===== config.mk =====
export PLATFORM = sky130hd
export DESIGN_NAME = hdt_config
export DESIGN_NICKNAME = d
export VERILOG_FILES = /design/src/hw/hdt_pkg.sv /design/src/hw/hdt_config.sv /design/src/hw/hdt_gap_timer.sv
export SDC_FILE = /design/constraint.sdc
export NUM_CORES = 1
export LEC_CHECK = 0
export BUFFER_PORTS_ARGS = -buffer_cell sky130_fd_sc_hd__buf_4
export CAP_MARGIN = 30
export CORE_MARGIN = 4
export CORE_UTILIZATION = 40
export CTS_CLUSTER_SIZE = 30
export DETAILED_ROUTE_END_ITERATION = 12
export PLACE_DENSITY = 0.59
export REMOVE_ABC_BUFFERS = 1
export SYNTH_ARGS = -nofsm -noshare
export SYNTH_HDL_FRONTEND = slang
export SYNTH_SLANG_ARGS = --single-unit

===== constraint.sdc =====
create_clock -name ref_clk -period 33.4 [get_ports ref_clk]
set_clock_uncertainty 0.2 [all_clocks]
set_input_delay 6.68 -clock ref_clk [delete_from_list [all_inputs] [get_ports ref_clk]]
set_output_delay 6.68 -clock ref_clk [all_outputs]
set_load 0.05 [all_outputs]

===== src/hw/hdt_pkg.sv =====
// Package: register map, reset values and dissipation time tables
//------------------------------------------------------------------
// Function
// - Two-bit dissipation field, bits 1-0, resets 2
// - Resonant mode code adds two upper bits
// - Rotating-mass codes give 45 to 225 us
// - Resonant codes give 15 to 285 us
// - Third control register at 0x1D, fields listed
// - Third control register resets to bits 7, 5
// - Noise gate code: off, 2, 4, 8 percent
// - Open loop bit: 0 closed loop, 1 open
// - Update rate bit: once or twice per cycle
// - Mode 3: input kind pulse-width or analog
//------------------------------------------------------------------
package hdt_pkg;

  // Register addresses
  localparam logic [7:0] HDT_ADDR_CFG_TWO = 8'h1C;
  localparam logic [7:0] HDT_ADDR_CFG_THREE = 8'h1D;
  localparam logic [7:0] HDT_ADDR_CFG_EXT = 8'h1F;

  // Reset values
  localparam logic [7:0] HDT_RST_CFG_TWO = 8'h02;
  localparam logic [7:0] HDT_RST_CFG_THREE = 8'hA0;
  localparam logic [7:0] HDT_RST_CFG_EXT = 8'h00;

  // Field positions in the third control register
  localparam int HDT_NG_LSB = 6;
  localparam int HDT_RM_OL_BIT = 5;
  localparam int HDT_SUP_DIS_BIT = 4;
  localparam int HDT_RTP_FMT_BIT = 3;
  localparam int HDT_UPD_RATE_BIT = 2;
  localparam int HDT_IN_KIND_BIT = 1;
  localparam int HDT_LR_OL_BIT = 0;

  // Operating mode code that routes the trigger pin as a signal input
  localparam logic [2:0] HDT_MODE_SIG_IN = 3'h3;

  // Clock period in ns and width of the gap counter
  localparam int HDT_CLK_PERIOD_NS = 50;
  localparam int HDT_GAP_W = 13;

  // Dissipation times in microseconds
  localparam int HDT_RM_US [4] = '{45, 75, 150, 225};
  localparam int HDT_LR_US [16] = '{15, 25, 50, 75, 90, 105, 120, 135,
    150, 165, 180, 195, 210, 235, 260, 285};

  // Time to cycles, rounded up, never below one cycle
  function automatic logic [12:0] hdt_us_to_cyc(input int us,
    input int period_ns);
    int cyc;
    cyc = (us * 1000 + period_ns - 1) / period_ns;
    if (cyc < 1)
    begin
      cyc = 1;
    end
    return cyc[12:0];
  endfunction : hdt_us_to_cyc

endpackage : hdt_pkg


===== src/hw/hdt_config.sv =====
// Haptic drive timing configuration registers and decoded controls
`timescale 1ns/1ns
module hdt_config
  import hdt_pkg::*;
#(
  parameter int CLK_PERIOD_NS = HDT_CLK_PERIOD_NS
)
(
  // Clock and reset
  input wire logic ref_clk,
  input wire logic rst,
  // Register port behind the serial host bus
  input wire logic [7:0] reg_addr,
  input wire logic [7:0] reg_wdata,
  input wire logic reg_wr,
  input wire logic reg_rd,
  output logic [7:0] reg_rdata_q,
  output logic reg_rvalid_q,
  // Drive engine status inputs
  input wire logic actuator_type_select,
  input wire logic [2:0] op_mode,
  input wire logic cycle_start,
  // Dissipation timing
  output logic [12:0] dissip_cycles_q,
  output logic gap_active_q,
  // Decoded controls
  output logic noise_gate_en_q,
  output logic [3:0] noise_gate_pct_q,
  output logic rm_closed_loop_q,
  output logic lr_closed_loop_q,
  output logic supply_comp_en_q,
  output logic rtp_unsigned_q,
  output logic amp_twice_per_cycle_q,
  output logic trig_pwm_in_q,
  output logic trig_analog_in_q
);

  //----------------------------------------------------------------
  // Registers
  //----------------------------------------------------------------
  logic [7:0] cfg_two_q; // Second control register
  logic [7:0] cfg_three_q; // Third control register
  logic [7:0] cfg_ext_q; // Holds upper dissipation bits
  logic [3:0] diss_code; // Full dissipation code
  logic [12:0] dissip_d; // Looked-up gap length
  logic gap_busy; // Timer running

  // Register writes; unmapped addresses are ignored
  always_ff @(posedge ref_clk)
  begin
    if (rst)
    begin
      cfg_two_q <= HDT_RST_CFG_TWO;
      cfg_three_q <= HDT_RST_CFG_THREE;
      cfg_ext_q <= HDT_RST_CFG_EXT;
    end
    else if (reg_wr)
    begin
      unique case (reg_addr)
        HDT_ADDR_CFG_TWO: cfg_two_q <= reg_wdata;
        HDT_ADDR_CFG_THREE: cfg_three_q <= reg_wdata;
        HDT_ADDR_CFG_EXT: cfg_ext_q <= reg_wdata;
        default: ;
      endcase
    end
  end

  // Read data, one cycle after the strobe; unmapped reads give zero
  always_ff @(posedge ref_clk)
  begin
    if (rst)
    begin
      reg_rdata_q <= 8'h00;
      reg_rvalid_q <= 1'b0;
    end
    else
    begin
      reg_rvalid_q <= reg_rd;
      if (reg_rd)
      begin
        unique case (reg_addr)
          HDT_ADDR_CFG_TWO: reg_rdata_q <= cfg_two_q;
          HDT_ADDR_CFG_THREE: reg_rdata_q <= cfg_three_q;
          HDT_ADDR_CFG_EXT: reg_rdata_q <= cfg_ext_q;
          default: reg_rdata_q <= 8'h00;
        endcase
      end
    end
  end

  //----------------------------------------------------------------
  // Dissipation lookup
  //----------------------------------------------------------------
  // Upper two bits only count for the resonant actuator
  assign diss_code = {cfg_ext_q[1:0], cfg_two_q[1:0]};

  // Table picked from the live type select
  always_comb
  begin
    if (actuator_type_select)
    begin
      dissip_d = hdt_us_to_cyc(HDT_LR_US[diss_code],
        CLK_PERIOD_NS);
    end
    else
    begin
      dissip_d = hdt_us_to_cyc(HDT_RM_US[cfg_two_q[1:0]],
        CLK_PERIOD_NS);
    end
  end

  // Latched only at a cycle start so a mode flip waits a cycle
  always_ff @(posedge ref_clk)
  begin
    if (rst)
    begin
      dissip_cycles_q <= hdt_us_to_cyc(HDT_RM_US[2], CLK_PERIOD_NS);
    end
    else if (cycle_start)
    begin
      dissip_cycles_q <= dissip_d;
    end
  end

  // Gap timer loads the looked-up length at each cycle start
  hdt_gap_timer #(
    .W(13)
  ) u_hdt_gap_timer (
    .ref_clk(ref_clk),
    .rst(rst),
    .load(cycle_start),
    .load_val(dissip_d),
    .busy_q(gap_busy)
  );

  // Registered copy keeps the output straight from a flop
  always_ff @(posedge ref_clk)
  begin
    if (rst)
    begin
      gap_active_q <= 1'b0;
    end
    else
    begin
      gap_active_q <= gap_busy;
    end
  end

  //----------------------------------------------------------------
  // Decoded controls
  //----------------------------------------------------------------
  // Noise gate only makes sense for pulse-width or analog input
  always_ff @(posedge ref_clk)
  begin
    if (rst)
    begin
      noise_gate_en_q <= 1'b0;
      noise_gate_pct_q <= 4'h0;
    end
    else
    begin
      noise_gate_en_q <= (cfg_three_q[HDT_NG_LSB+:2] != 2'h0) &&
        (op_mode == HDT_MODE_SIG_IN);
      unique case (cfg_three_q[HDT_NG_LSB+:2])
        2'h0: noise_gate_pct_q <= 4'h0;
        2'h1: noise_gate_pct_q <= 4'h2;
        2'h2: noise_gate_pct_q <= 4'h4;
        2'h3: noise_gate_pct_q <= 4'h8;
      endcase
    end
  end

  // Loop, compensation, format and update rate selects
  always_ff @(posedge ref_clk)
  begin
    if (rst)
    begin
      rm_closed_loop_q <= 1'b0;
      lr_closed_loop_q <= 1'b0;
      supply_comp_en_q <= 1'b1;
      rtp_unsigned_q <= 1'b0;
      amp_twice_per_cycle_q <= 1'b0;
    end
    else
    begin
      rm_closed_loop_q <= !actuator_type_select &&
        !cfg_three_q[HDT_RM_OL_BIT];
      lr_closed_loop_q <= actuator_type_select &&
        !cfg_three_q[HDT_LR_OL_BIT];
      supply_comp_en_q <= !cfg_three_q[HDT_SUP_DIS_BIT];
      rtp_unsigned_q <= cfg_three_q[HDT_RTP_FMT_BIT];
      amp_twice_per_cycle_q <= cfg_three_q[HDT_UPD_RATE_BIT];
    end
  end

  // Trigger pin routing in signal-input mode
  always_ff @(posedge ref_clk)
  begin
    if (rst)
    begin
      trig_pwm_in_q <= 1'b0;
      trig_analog_in_q <= 1'b0;
    end
    else
    begin
      trig_pwm_in_q <= (op_mode == HDT_MODE_SIG_IN) &&
        !cfg_three_q[HDT_IN_KIND_BIT];
      trig_analog_in_q <= (op_mode == HDT_MODE_SIG_IN) &&
        cfg_three_q[HDT_IN_KIND_BIT];
    end
  end
endmodule : hdt_config


===== src/hw/hdt_gap_timer.sv =====
// Down-counter that holds the inter-cycle current decay gap
`timescale 1ns/1ns
module hdt_gap_timer
  import hdt_pkg::*;
#(
  parameter int W = HDT_GAP_W
)
(
  // Clock and reset
  input wire logic ref_clk,
  input wire logic rst,
  // Control
  input wire logic load,
  input wire logic [W-1:0] load_val,
  // Status
  output logic busy_q
);

  logic [W-1:0] cnt_q; // Cycles left in the gap

  //----------------------------------------------------------------
  // Counter
  //----------------------------------------------------------------
  // A new load restarts the gap even mid-count
  always_ff @(posedge ref_clk)
  begin
    if (rst)
    begin
      cnt_q <= '0;
      busy_q <= 1'b0;
    end
    else if (load)
    begin
      cnt_q <= load_val;
      busy_q <= (load_val != '0);
    end
    else if (cnt_q != '0)
    begin
      cnt_q <= cnt_q - 1'b1;
      busy_q <= (cnt_q != {{(W-1){1'b0}}, 1'b1});
    end
  end

endmodule : hdt_gap_timer


==> Word level (Yosys, flattened, before mapping) <==
Memories as Yosys holds them, arrays and structs flattened.
Index checks and enable logic that the tools add are counted.
{ "op_classes": {"magnitude_cmp": 4, "muxes": 14, "eq_ne": 8, "n_mul": 2, "n_addsub": 5, "n_reduce_logical": 18, "div": 2, "bitwise_logic": 2} }
{ "ops": {"columns": ["op", "count"], "rows": [
  ["$mux 32", 4],
  ["$mux 13", 5],
  ["$add 32x7->32 const B", 2],
  ["$bmux 32 s2", 1],
  ["$div 32x7->32 const B", 2],
  ["$lt 32x2->1 const B", 2],
  ["$mul 32x8->29 const B", 2],
  ["$sub 32x2->32 const B", 2],
  ["$reduce_bool 13->1", 2],
  ["$eq 8x5->1 const B", 3],
  ["$pmux 8 s3", 1],
  ["$pmux 4 s4", 1],
  ["$ne 13x1->1 const B", 1],
  ["$sub 13x1->13 const B", 1],
  ["$reduce_and 2->1", 3],
  ["$ge 5x5->1 const B", 1],
  ["$logic_and 1x1->1", 5],
  ["$logic_not 1->1", 5],
  ["$not 4->5", 1],
  ["$eq 2x2->1 const B", 2],
  ["$reduce_bool 2->1", 2],
  ["$eq 3x2->1 const B", 1],
  ["$ge 3x3->1 const B", 1],
  ["$not 2->3", 1],
  ["3 further kinds", 4]
]} }
{ "word_totals": {"register_bits": 73, "rom_bits": 512, "wordCells": 74, "output_inout_bits": 35, "mem_count": 1, "input_bits": 25} }
{ "memory_table": {"columns": ["memory", "depth", "word_bits", "read_ports", "rd_clocked_by_memory_dff", "write_ports", "line", "source"], "rows": [
  ["(name not given)", 16, 32, 1, 0, 0, "hdt_config.sv:102", "dissip_d = hdt_us_to_cyc(HDT_LR_US[diss_code],"]
]} }

==> Logic depth before layout (Yosys ltp) <==
Gate-level depths: netlist of run 1.
{ "depth": {"ltp_word": 13, "mapped_depth": 64, "ltp_nobuf": 56} }

==> By module <==
From an unflattened synthesis of run 1, not the netlist that was laid out.
{ "hier_totals": {"cells_unflattened": 1286, "area_unflattened_um2": 9950.8} }
{ "by_module_without_submodules": {"columns": ["mod", "seq_area_each_um2", "cells_each", "n_inst", "area_per_inst_um2"], "rows": [
  ["hdt_config", 1161.1, 1181, 1, 9088.7],
  ["hdt_gap_timer", 280.3, 105, 1, 862.1]
]} }

==> Least setup slack after synthesis of run 1 <==
No wires, ideal clock.
{ "synth_timing": {"path_type": "reg2reg", "from": "reg cfg_two_q[0]", "to": "reg u_hdt_gap_timer.busy_q", "arrival_ns": 14.800, "synth_period_minus_slack_ns": 15.119, "slack_ns": 18.281, "stages_incl_launch_ff": 58, "required_time_ns": 33.080, "n_path_buf": 7, "setup_time_ns": 0.120, "cell_sequence": "dfxtp_1 > clkbuf_1 > inv_1 > ha_1 > clkbuf_1 > clkbuf_1 > nor2b_1 > o31a_1 > fa_1 > fa_1 > inv_1 > fa_1 > inv_1 > fa_1 > inv_1 > ha_1 > a21o_1 > a221o_2 > [22 not listed] > o221a_1 > or3_1 > buf_2 > a21bo_1 > a21o_1 > o21a_1 > or4_1 > nor4b_4 > o22a_1 > or3_1 > and2_1 > buf_2 > a2111oi_2 > nor2_1 > or3b_4 > nor3_2 > a41oi_1 > o31a_1"} }
{ "synth_via": {"elab_chain_cells": 13, "elab_cells_between_ends": 23, "cone_classes": "add/sub (4); mul (2); div (2); order compare (2); mux (9); bitwise (2); reduce/logical (1); memory (1)"} }
{ "synth_rtl": {"columns": ["element", "line", "source"], "rows": [
  ["start, declared", "hdt_config.sv:41", "logic [7:0] cfg_two_q;"],
  ["start signal, assigned", "hdt_config.sv:60", "HDT_ADDR_CFG_TWO: cfg_two_q <= reg_wdata;"],
  ["$not 4->5 (not written as such) or $not 2->3 (tied branches)", "hdt_config.sv:102, hdt_config.sv:107", null],
  ["$mem_v2 16x32 or $bmux 32 s2 (tied branches)", null, null],
  ["$mux 32, on equally long branches (2 in a row)", "hdt_config.sv:102, hdt_config.sv:107", null],
  ["$mul 32x8->29", "hdt_pkg.sv:52", "cyc = (us * 1000 + period_ns - 1) / period_ns;"],
  ["$add 32x7->32", "hdt_pkg.sv:52", null],
  ["$sub 32x2->32", "hdt_pkg.sv:52", null],
  ["$div 32x7->32", "hdt_pkg.sv:52", null],
  ["$lt 32x2->1", "hdt_pkg.sv:53", "if (cyc < 1)"],
  ["$mux 13", "hdt_pkg.sv:53", null],
  ["$mux 13 *", "hdt_config.sv:100", "if (actuator_type_select)"],
  ["$reduce_bool 13->1 *", "hdt_gap_timer.sv:35", "busy_q <= (load_val != '0);"],
  ["$mux 1 *", "hdt_gap_timer.sv:32", "else if (load)"],
  ["end signal, assigned", "hdt_gap_timer.sv:35", null],
  ["end signal, assigned", "hdt_gap_timer.sv:40", "busy_q <= (cnt_q != {{(W-1){1'b0}}, 1'b1});"],
  ["end, declared", "hdt_gap_timer.sv:16", "output logic busy_q"]
]} }
Mark *: on every way between the ends. The rest lies on a longest branch, timed or not. The select of a mux whose other input is x is not followed.
A chain may end at the register's enable or synchronous reset.

==> Worst setup path after layout of run 1 <==
{ "layout_timing": {"from": "reg cfg_two_q[0]", "to": "reg dissip_cycles_q[0]"} }
{ "layout_via": {"elab_chain_cells": 11, "elab_cells_between_ends": 21, "cone_classes": "add/sub (4); mul (2); div (2); order compare (2); mux (8); bitwise (2); memory (1)"} }
{ "layout_rtl": {"columns": ["element", "line", "source"], "rows": [
  ["$not 4->5 (not written as such) or $not 2->3 (tied branches)", "hdt_config.sv:102, hdt_config.sv:107", null],
  ["$mem_v2 16x32 or $bmux 32 s2 (tied branches)", null, null],
  ["$mux 32, on equally long branches (2 in a row)", "hdt_config.sv:102, hdt_config.sv:107", null],
  ["$mul 32x8->29", "hdt_pkg.sv:52", null],
  ["$add 32x7->32", "hdt_pkg.sv:52", null],
  ["$sub 32x2->32", "hdt_pkg.sv:52", null],
  ["$div 32x7->32", "hdt_pkg.sv:52", null],
  ["$lt 32x2->1", "hdt_pkg.sv:53", null],
  ["$mux 13", "hdt_pkg.sv:53", null],
  ["$mux 13 *", "hdt_config.sv:100", null],
  ["end signal, assigned", "hdt_config.sv:117", "dissip_cycles_q <= hdt_us_to_cyc(HDT_RM_US[2], CLK_PERIOD_NS);"],
  ["end signal, assigned", "hdt_config.sv:121", "dissip_cycles_q <= dissip_d;"],
  ["end, declared", "hdt_config.sv:24", "output logic [12:0] dissip_cycles_q,"]
]} }
Marked as above.

==> summary.txt, run 1 <==
dpl hpwl: 20440 um
slowest library cell on the worst path: o211ai_1
final hold vios: 0
status: completed
IO Count: 60
Final min period: 17.28 ns
Critical Path Start Type: flip-flop
syn_area_per_cell: 7.577 um2
RSZ-0062 raised after global routing: false
Synth Instances: 1249
Synth Warn #: 0
# resized after CTS: 0
Max Clock Freq: 57.88 MHz
final worst path period share: 51.72%
Slew headroom: 34.99%
GRT Residual Overflow: 0
cts hold-fix bufs: 0
crit path capture type: flip-flop
Max Root-Sink Buffers: 2
first-pass GRT wire length: 44080 um
critical-path maximum fanout: 19
final setup fails: 0
share of cells above drive strength 1: 10.84%
crit path kind: reg2reg
Synth Cell Area: 9464 um2
Slew Viols, Final: 0
setup TNS: 0 ns
Post CTS Setup Buffer Count: 0
total number of vias: 9487
sequential fraction of the synthesis area: 15.23%
depth of the most critical reg-to-reg path: 53
fillers: 2422
initial antenna violation count: 0
arrival time at the worst endpoint: 17.35 ns
wire per inst: 16.50 um
clock slew at reported path FFs: 0.07 ns
TritonRoute pass-1 iters: 5
CTS Buf Count: 9
Port Buffers: 58
Post-synth EDFFs: 0
initial DRC count: 916
critical path's most frequent cell: inv_1
die footprint: 26190 um2
htree depth: 3
Unique masters post-synth: 106
GP Congestion: 0.9337
ANT cells: 0
Post-synth top flop: dfxtp_1
worst-margin pin slew: 0.9626 ns
largest net degree at the start of global routing: 70
DRC violations left: 0
vias per cell: 5.959
Hold Crit Depth: 1
Tot GR Track Use: 19.48%
max-cap violations: 0
hold crit path type: reg2reg
clock latency on the worst-skew pair: 0.33 ns
die width: 161.8 um
ys async rst share: 0%
Row Count: 56
P&R area growth vs syn: 9.810%
#FFs+latches synth: 72
core area: 23400 um2
overall routed net length: 26270 um
final net count: 1379
critical path required time: 33.48 ns
Detail Route Antenna Nets: 0
initial core utilization: 40.44%
clock sinks: 72
CTS tree: yes
vias in the first global route: 8725
CTS Root Cell: clkbuf_16
CP max stage delay: 0.76 ns
Die H: 161.8 um
==> final cells by class <==
type / instances / area (um2) / share of cell area, %
clock buffer: 9 / 225.2 / 2.167
tap: 319 / 399.1 / 3.841
multi-input combinational: 1060 / 7556 / 72.71
sequential: 72 / 1441 / 13.87
clock inverter: 7 / 68.82 / 0.6622
timing repair buffer: 61 / 461.7 / 4.443
inverter: 64 / 240.2 / 2.312
==> final timing paths <==
check                  from                 end  slack (ns)
max            cfg_two_q[0]  dissip_cycles_q[0]       16.12
min          cfg_three_q[4]    supply_comp_en_q        0.22
max reg2reg    cfg_two_q[0]  dissip_cycles_q[0]       16.12
min reg2reg  cfg_three_q[4]    supply_comp_en_q        0.22
==> registers in the layout (all words and copies together), names as in the netlist, 3 cells and up <==
name / flops
cfg_ext_q: 8
cfg_three_q: 8
cfg_two_q: 8
dissip_cycles_q: 13
noise_gate_pct_q: 3
reg_rdata_q: 8
u_hdt_gap_timer.cnt_q: 13
==> synthesized netlist by cell type, types with 6 or more instances <==
master	number	share of area (%)
a211o_1	10	0.93
a211oi_1	12	0.95
a21o_1	29	2.3
a21oi_1	83	4.4
a22o_1	6	0.56
a31o_2	7	0.65
a31oi_1	21	1.4
and2_1	20	1.3
and3_1	11	0.73
buf_2	10	0.53
clkbuf_1	37	1.5
dfxtp_1	72	15
fa_1	23	4.9
ha_1	63	8.3
inv_1	63	2.5
mux2_2	6	0.71
mux2i_1	43	4.5
nand2_1	106	4.2
nand2b_1	15	0.99
nand3_1	29	1.5
nand4_1	15	0.99
nor2_1	124	4.9
nor2b_1	20	1.3
nor3_1	35	1.9
nor3b_1	7	0.56
nor4_1	11	0.73
nor4b_1	6	0.56
o211ai_1	21	1.7
o21a_1	10	0.79
o21ai_0	72	3.8
o21ai_1	6	0.32
o21ai_2	6	0.56
o22ai_1	9	0.59
o311ai_0	6	0.56
o31a_1	10	0.93
o31ai_1	8	0.63
o32ai_1	7	0.65
or2_2	6	0.40
or3_1	16	1.1
or4_1	11	0.87
xnor2_1	30	2.8
xor2_1	18	1.7
==> placed cells by master, fill, tap and decap left out, drive strengths merged, types with 18 or more instances in the layout <==
| cell | netlist | layout |
|---|---|---|
| nor3 | 38 | 38 |
| dfxtp | 72 | 72 |
| fa | 23 | 23 |
| o211ai | 21 | 21 |
| and2 | 22 | 22 |
| xor2 | 18 | 18 |
| xnor2 | 30 | 30 |
| a21o | 29 | 29 |
| a21oi | 84 | 84 |
| nor2b | 20 | 20 |
| o21ai | 84 | 84 |
| mux2i | 44 | 44 |
| buf | 17 | 60 |
| a31oi | 22 | 22 |
| nand2 | 106 | 106 |
| ha | 63 | 63 |
| nor2 | 124 | 124 |
| nand3 | 30 | 30 |
| inv | 63 | 68 |
==> critical path, delay by kind of cell (launching register included) <==
kind / cells / cell delay, ns
flops: 1 / 0.60
buf+inv: 6 / 0.57
compound gates: 22 / 7.32
fa+ha+maj: 7 / 3.42
simple gates: 17 / 4.91
xor+xnor: 1 / 0.17
==> metal layers <==
| layer | track usage [%] | wire (um) | up-vias |
|---|---|---|---|
| met5 | 0 | 0 | - |
| met4 | 4.152 | 419 | 0 |
| met3 | 2.081 | 1164 | 33 |
| met2 | 30.29 | 11730 | 269 |
| met1 | 29.17 | 12960 | 4457 |
| li1 | - | - | 4728 |
==> kinds of logic (layout without fill, tap and decap cells) <==
family	Yosys count	in the layout	share of synthesized area (%)
AOI/OAI and AO/OA	418	418	31.80
muxes	52	52	5.804
xor gates and xnor gates	48	48	4.442
adders and majority gates	88	88	13.42
DFF	72	72	15.23
other	1	2	0.03962
and+or+nand+nor	452	452	24.30
buffers and inverters	118	141	4.971
==> through the flow <==
step | std cells | instance area, um2 | utilization, % | hold WS (ns) | setup slack (ns)
finish | 1592 | 10390 | 44.41 | 0.2225 | 16.12
global route | 1592 | 10390 | 44.41 | 0.2635 | 14.60
CTS | 1592 | 10390 | 44.41 | 0.2254 | 16.29
detailed placement | 1576 | 10100 | 43.15 | 0.2005 | 16.37
global placement | 1575 | 10090 | 43.10 | 0.1967 | 16.43
floorplan | 1196 | 9238 | - | 0.1819 | 18.57
Power of run 1 is not shown: default switching activity piles up to over one toggle a cycle in this logic, so the estimate is an artifact.
==> inputs of run 2 (changes only) <==
==> constraint.sdc (replaced) <==
create_clock -name ref_clk -period 17.2 [get_ports ref_clk]
set_clock_uncertainty 0.2 [all_clocks]
set_input_delay 3.44 -clock ref_clk [delete_from_list [all_inputs] [get_ports ref_clk]]
set_output_delay 3.44 -clock ref_clk [all_outputs]
set_load 0.05 [all_outputs]
==> run 2 against run 1 <==
Final cell count rose by 0.57%. Utilization rose by 0.67 points. Flip-flop and latch count did not move. Critical path depth fell by 3. Non-clock buffer count rose by 9. First-iteration DRC count fell by 7.3%. Register-to-register slack got worse by 15 ns. Die area did not move. Setup slack got worse by 15 ns. Sequential share of layout area fell by 0.18 points. Maximum frequency rose by 6.5%. Clock-buffer cell count did not move. Critical path type unchanged.
==> summary.txt, run 2 (synthesis gave the netlist of run 1 again) <==
status: completed
Placed Instances: 1583
Worst R2R Setup Slack: 0.98 ns
vias per cell: 5.926
hold crit path type: reg2reg
most common cell after layout, fill and taps aside: nor2_1
Hold Path End: supply_comp_en_q
critical-path maximum fanout: 13
worst-margin pin slew: 0.9128 ns
first-pass GRT wire length: 43820 um
critical path required time: 17.28 ns
most frequent cells in the layout: 124 x nor2_1, 105 x nand2_1, 82 x a21oi_1, 72 x o21ai_0
family with the most delay on the worst path: compound AO/OA/AOI/OAI gates
slowest library cell on the worst path: mux4_2
crit path kind: reg2reg
DRC violations left: 0
cts hold-fix bufs: 0
Non-Filler Instances: 1601
Max Clock Freq: 61.66 MHz
TritonRoute pass-1 iters: 5
clock latency on the worst-skew pair: 0.33 ns
depth of the most critical reg-to-reg path: 50
Slew headroom: 38.71%
top flop regs: dissip_cycles_q: 13 flops, u_hdt_gap_timer.cnt_q: 13 flops
largest net degree at the start of global routing: 70
fin area: 10550 um2
Tot GR Track Use: 19.25%
fillers: 2455
wire per inst: 16.30 um
arrival time at the worst endpoint: 16.29 ns
Cell Area, Placed: 10150 um2
max-cap violations: 0
ANT cells: 0
initial DRC count: 849
Crit path buffers/inverters: 5
crit path capture type: flip-flop
final net count: 1388
IO Count: 60
Hold Crit Depth: 1
Max Root-Sink Buffers: 2
r2r endpoint: dissip_cycles_q[0]
CP max stage delay: 0.58 ns
core area: 23400 um2
CTS Root Cell: clkbuf_16
final hold vios: 0
Detail Route Antenna Nets: 0
Row Count: 56
clock sinks: 72
CTS Buf Count: 9
vias in the first global route: 8852
GP Congestion: 0.9748
Die H: 161.8 um
overall routed net length: 26100 um
hold_sp: cfg_three_q[4]
initial core utilization: 40.44%
GRT Residual Overflow: 0
Critical Path Start Type: flip-flop
final worst path period share: 94.29%
Slew Viols, Final: 0
Port Buffers: 58
P&R area growth vs syn: 11.48%
CTS tree: yes
die width: 161.8 um
htree depth: 3
initial antenna violation count: 0
total number of vias: 9487
reg2reg start: cfg_two_q[0]
share of cells above drive strength 1: 12.64%
die footprint: 26190 um2
Final min period: 16.22 ns
clock slew at reported path FFs: 0.07 ns
dpl hpwl: 20360 um
final setup fails: 0
run 2: cell types whose count changed in the layout (fill, tap and decap cells not counted), sizes merged:
| cell | delta |
|---|---|
| clkdlybuf4s15 | -1 |
| buf | +10 |
| clkinv | -1 |
| inv | +1 |
run 2: how the worst max path moves through the flow:
| stage | start | endpoint | depth (start not counted) |
|---|---|---|---|
| after floorplan | cfg_two_q[0] | u_hdt_gap_timer.busy_q | 53 |
| after global placement | cfg_two_q[0] | u_hdt_gap_timer.cnt_q[0] | 53 |
| after detailed placement | cfg_two_q[0] | u_hdt_gap_timer.cnt_q[0] | 53 |
| after CTS | cfg_two_q[0] | dissip_cycles_q[0] | 53 |
| after global routing | cfg_two_q[0] | dissip_cycles_q[0] | 53 |
| final | cfg_two_q[0] | dissip_cycles_q[0] | 50 |
run 2: through the flow:
stage	setup TNS, ns	setup slack, ns	hold slack, ns	util (%)
floorplan	0	2.370	0.1819	-
global placement	0	0.3402	0.1969	43.36
detailed placement	0	0.2269	0.2043	43.36
CTS	0	0.1396	0.2270	44.61
global route	-0.0004619	-0.0004619	0.2498	45.08
finish	0	0.9819	0.2236	45.08
run 2: layer usage:
layer | vias to the layer above | part of all wire (%) | GRT usage [%]
li1 | 4747 | - | -
met2 | 212 | 46 | 31.26
met3 | 24 | 3.4 | 2.081
met4 | 0 | 1.0 | 2.614
met1 | 4504 | 50 | 28.32
met5 | - | 0 | 0
run 2: final cells by class:
type	instances	area [um2]	share of cell area, %
well taps	319	399.1	3.783
multi-input cells	1060	7650	72.51
clock buffers	9	225.2	2.135
flip-flops and latches	72	1444	13.69
repair buffers	70	525.5	4.981
inverters	64	240.2	2.277
clock inverters	7	66.31	0.6286
run 2: repair_timing:
item,in CTS,in global routing
setup endpoints to repair,0,7
setup buffers,0,2
resized for setup,0,19
run 2: worst reg2reg max path, delay by kind of cell, from the launching register on:
kind                       cells  cell delay [ns]
muxes                          3             1.24
and+or+nand+nor               13             4.53
adders and majority gates      6             2.74
AOI/OAI and AO/OA             20             5.84
DFF                            1             0.49
xor gates and xnor gates       3             0.61
buffers and inverters          5             0.50
Power of run 2 is left out for the same reason.
==> inputs of run 3 (changes only) <==
--- a/config.mk
+++ b/config.mk
@@ -13,6 +13,8 @@
 export DETAILED_ROUTE_END_ITERATION = 12
 export PLACE_DENSITY = 0.59
 export REMOVE_ABC_BUFFERS = 1
+export SKIP_LAST_GASP = 1
 export SYNTH_ARGS = -nofsm -noshare
 export SYNTH_HDL_FRONTEND = slang
+export SYNTH_HIERARCHICAL = 1
 export SYNTH_SLANG_ARGS = --single-unit
==> run 3 against run 2 <==
Global-route usage down 0.33 points. Critical path type unchanged. Setup slack better by 0.018 ns. Via count up 5.6%. Non-clock buffer count up 30.
==> summary.txt, run 3 <==
status: completed
syn_area_per_cell: 7.738 um2
most frequent cells in the layout: 148 x nor2_1, 100 x buf_4, 93 x nand2_1, 72 x a21oi_1, 69 x dfxtp_1
Synth Instances: 1286
critical-path maximum fanout: 11
Synth Cell Area: 9951 um2
ys async rst share: 0%
hold crit path type: reg2reg
htree depth: 3
top post-synthesis cells by count: 150 x nor2_1, 93 x nand2_1, 77 x a21oi_1, 72 x dfxtp_1, 64 x ha_1
depth of the most critical reg-to-reg path: 60
DRC violations left: 0
final setup fails: 0
setup TNS: 0 ns
reg2reg start: cfg_two_q[1]
ANT cells: 0
r2r endpoint: u_hdt_gap_timer/busy_q
vias in the first global route: 9195
share of cells above drive strength 1: 16.98%
clock slew at reported path FFs: 0.06 ns
worst-margin pin slew: 0.8591 ns
CTS tree: yes
clock latency on the worst-skew pair: 0.33 ns
TritonRoute pass-1 iters: 5
sequential fraction of the synthesis area: 14.49%
crit path kind: reg2reg
initial antenna violation count: 0
area occupied by registers: 1448 um2
Detail Route Antenna Nets: 0
dpl hpwl: 20830 um
crit path capture type: flip-flop
largest net degree at the start of global routing: 63
Final min period: 16.20 ns
#FFs+latches synth: 72
Worst Hold Margin: 0.2227 ns
top-area cell type share of the netlist area: 14.49%
P&R area growth vs syn: 13.84%
Hold Path End: supply_comp_en_q
Row Count: 57
max-cap violations: 0
Worst R2R Setup Slack: 1.0 ns
GP Congestion: 0.9018
first-pass GRT wire length: 45830 um
Unique masters post-synth: 119
final net count: 1450
multi-input logic area: 8189 um2
post-synth top area cell: dfxtp_1
hold_sp: cfg_three_q[4]
overall routed net length: 27660 um
final hold vios: 0
largest cells by area after synthesis: dfxtp_1 14%, ha_1 8.0%, nor2_1 5.7%, mux2i_1 5.1%, fa_1 4.6%
Slew headroom: 42.53%
Slew Viols, Final: 0
Die H: 165.7 um
Max Root-Sink Buffers: 2
Critical Path Start Type: flip-flop
die footprint: 27460 um2
wire per inst: 16.59 um
Tot GR Track Use: 18.92%
GRT Residual Overflow: 0
CTS Buf Count: 9
vias per cell: 6.010
CP max stage delay: 0.57 ns
Port Buffers: 58
slowest library cell on the worst path: or4_4
Max Clock Freq: 61.73 MHz
initial DRC count: 839
IO Count: 60
clock sinks: 72
die width: 165.7 um
critical path required time: 17.19 ns
cts hold-fix bufs: 0
CTS Root Cell: clkbuf_16
Synth Warn #: 6
Hold Crit Depth: 1
Post-synth EDFFs: 0
arrival time at the worst endpoint: 16.19 ns
fillers: 2419
count leader, synth: nor2_1
top flop regs: dissip_cycles_q: 13 flops, u_hdt_gap_timer/cnt_q: 13 flops
critical path's most frequent cell: nor2_1
total number of vias: 10020
core area: 24390 um2
final worst path period share: 94.19%
initial core utilization: 40.80%
most common cell after layout, fill and taps aside: nor2_1
Post-synth top flop: dfxtp_1
[run 3: routing by layer]
| metal | up-vias | global-route usage [%] | share of wire, % |
|---|---|---|---|
| met2 | 325 | 30.59 | 46 |
| li1 | 4939 | - | - |
| met3 | 32 | 2.336 | 5.4 |
| met5 | - | 0 | 0 |
| met1 | 4723 | 27.42 | 48 |
| met4 | 0 | 3.372 | 1.1 |
[run 3: worst max-delay path by stage]
stage                       startpoint                endpoint  slack, ns
after floorplan           cfg_two_q[0]  u_hdt_gap_timer/busy_q       1.46
after global placement    cfg_two_q[0]  u_hdt_gap_timer/busy_q       0.36
after detailed placement  cfg_two_q[0]  u_hdt_gap_timer/busy_q       0.22
after CTS                 cfg_two_q[0]  u_hdt_gap_timer/busy_q       0.14
after global routing      cfg_two_q[1]  u_hdt_gap_timer/busy_q      -0.02
final                     cfg_two_q[1]  u_hdt_gap_timer/busy_q        1.0
[run 3: kinds of logic (layout without fill, tap and decap cells)]
| group | after synthesis | in the layout | synth area share, % |
|---|---|---|---|
| other | 1 | 2 | 0.03769 |
| muxes | 65 | 65 | 7.054 |
| and+or+nand+nor | 496 | 496 | 25.73 |
| DFF | 72 | 72 | 14.49 |
| buffers and inverters | 118 | 174 | 4.992 |
| xor gates and xnor gates | 43 | 43 | 3.785 |
| AOI/OAI and AO/OA | 403 | 403 | 31.15 |
| adders and majority gates | 88 | 88 | 12.78 |
[run 3: area by class of cell]
class                      count  area share [%]
sequential                    72           12.78
multi-input combinational   1097           72.29
clock inverter                 5          0.5522
inverter                      58           1.944
tap                          324           3.579
clock buffer                  11           2.231
timing repair buffer         100           6.627
[run 3: worst max-delay path: cells and delay by family, from the launching register on]
family                     cells  cell delay (ns)
adders and majority gates      7             2.53
buffers and inverters          6             0.76
DFF                            1             0.46
xor gates and xnor gates       1             0.19
AOI/OAI and AO/OA             23             6.72
and+or+nand+nor               23             5.15
[run 3: stage by stage]
step                      instances  cell area [um2]  setup WS [ns]  utilization [%]
after floorplan                1227             9678          1.458                -
after global placement         1633            10700         0.3589            43.86
after detailed placement       1634            10710         0.2171            43.90
after CTS                      1650            11020         0.1422            45.19
after global routing           1667            11330       -0.01996            46.45
final                          1667            11330         0.9996            46.45
[run 3: what timing repair did]
action	4_1_cts	5_1_grt
setup endpoints to repair	0	5
buffers inserted	0	17
resized for setup	0	43
Power of run 3 is left out for the same reason.
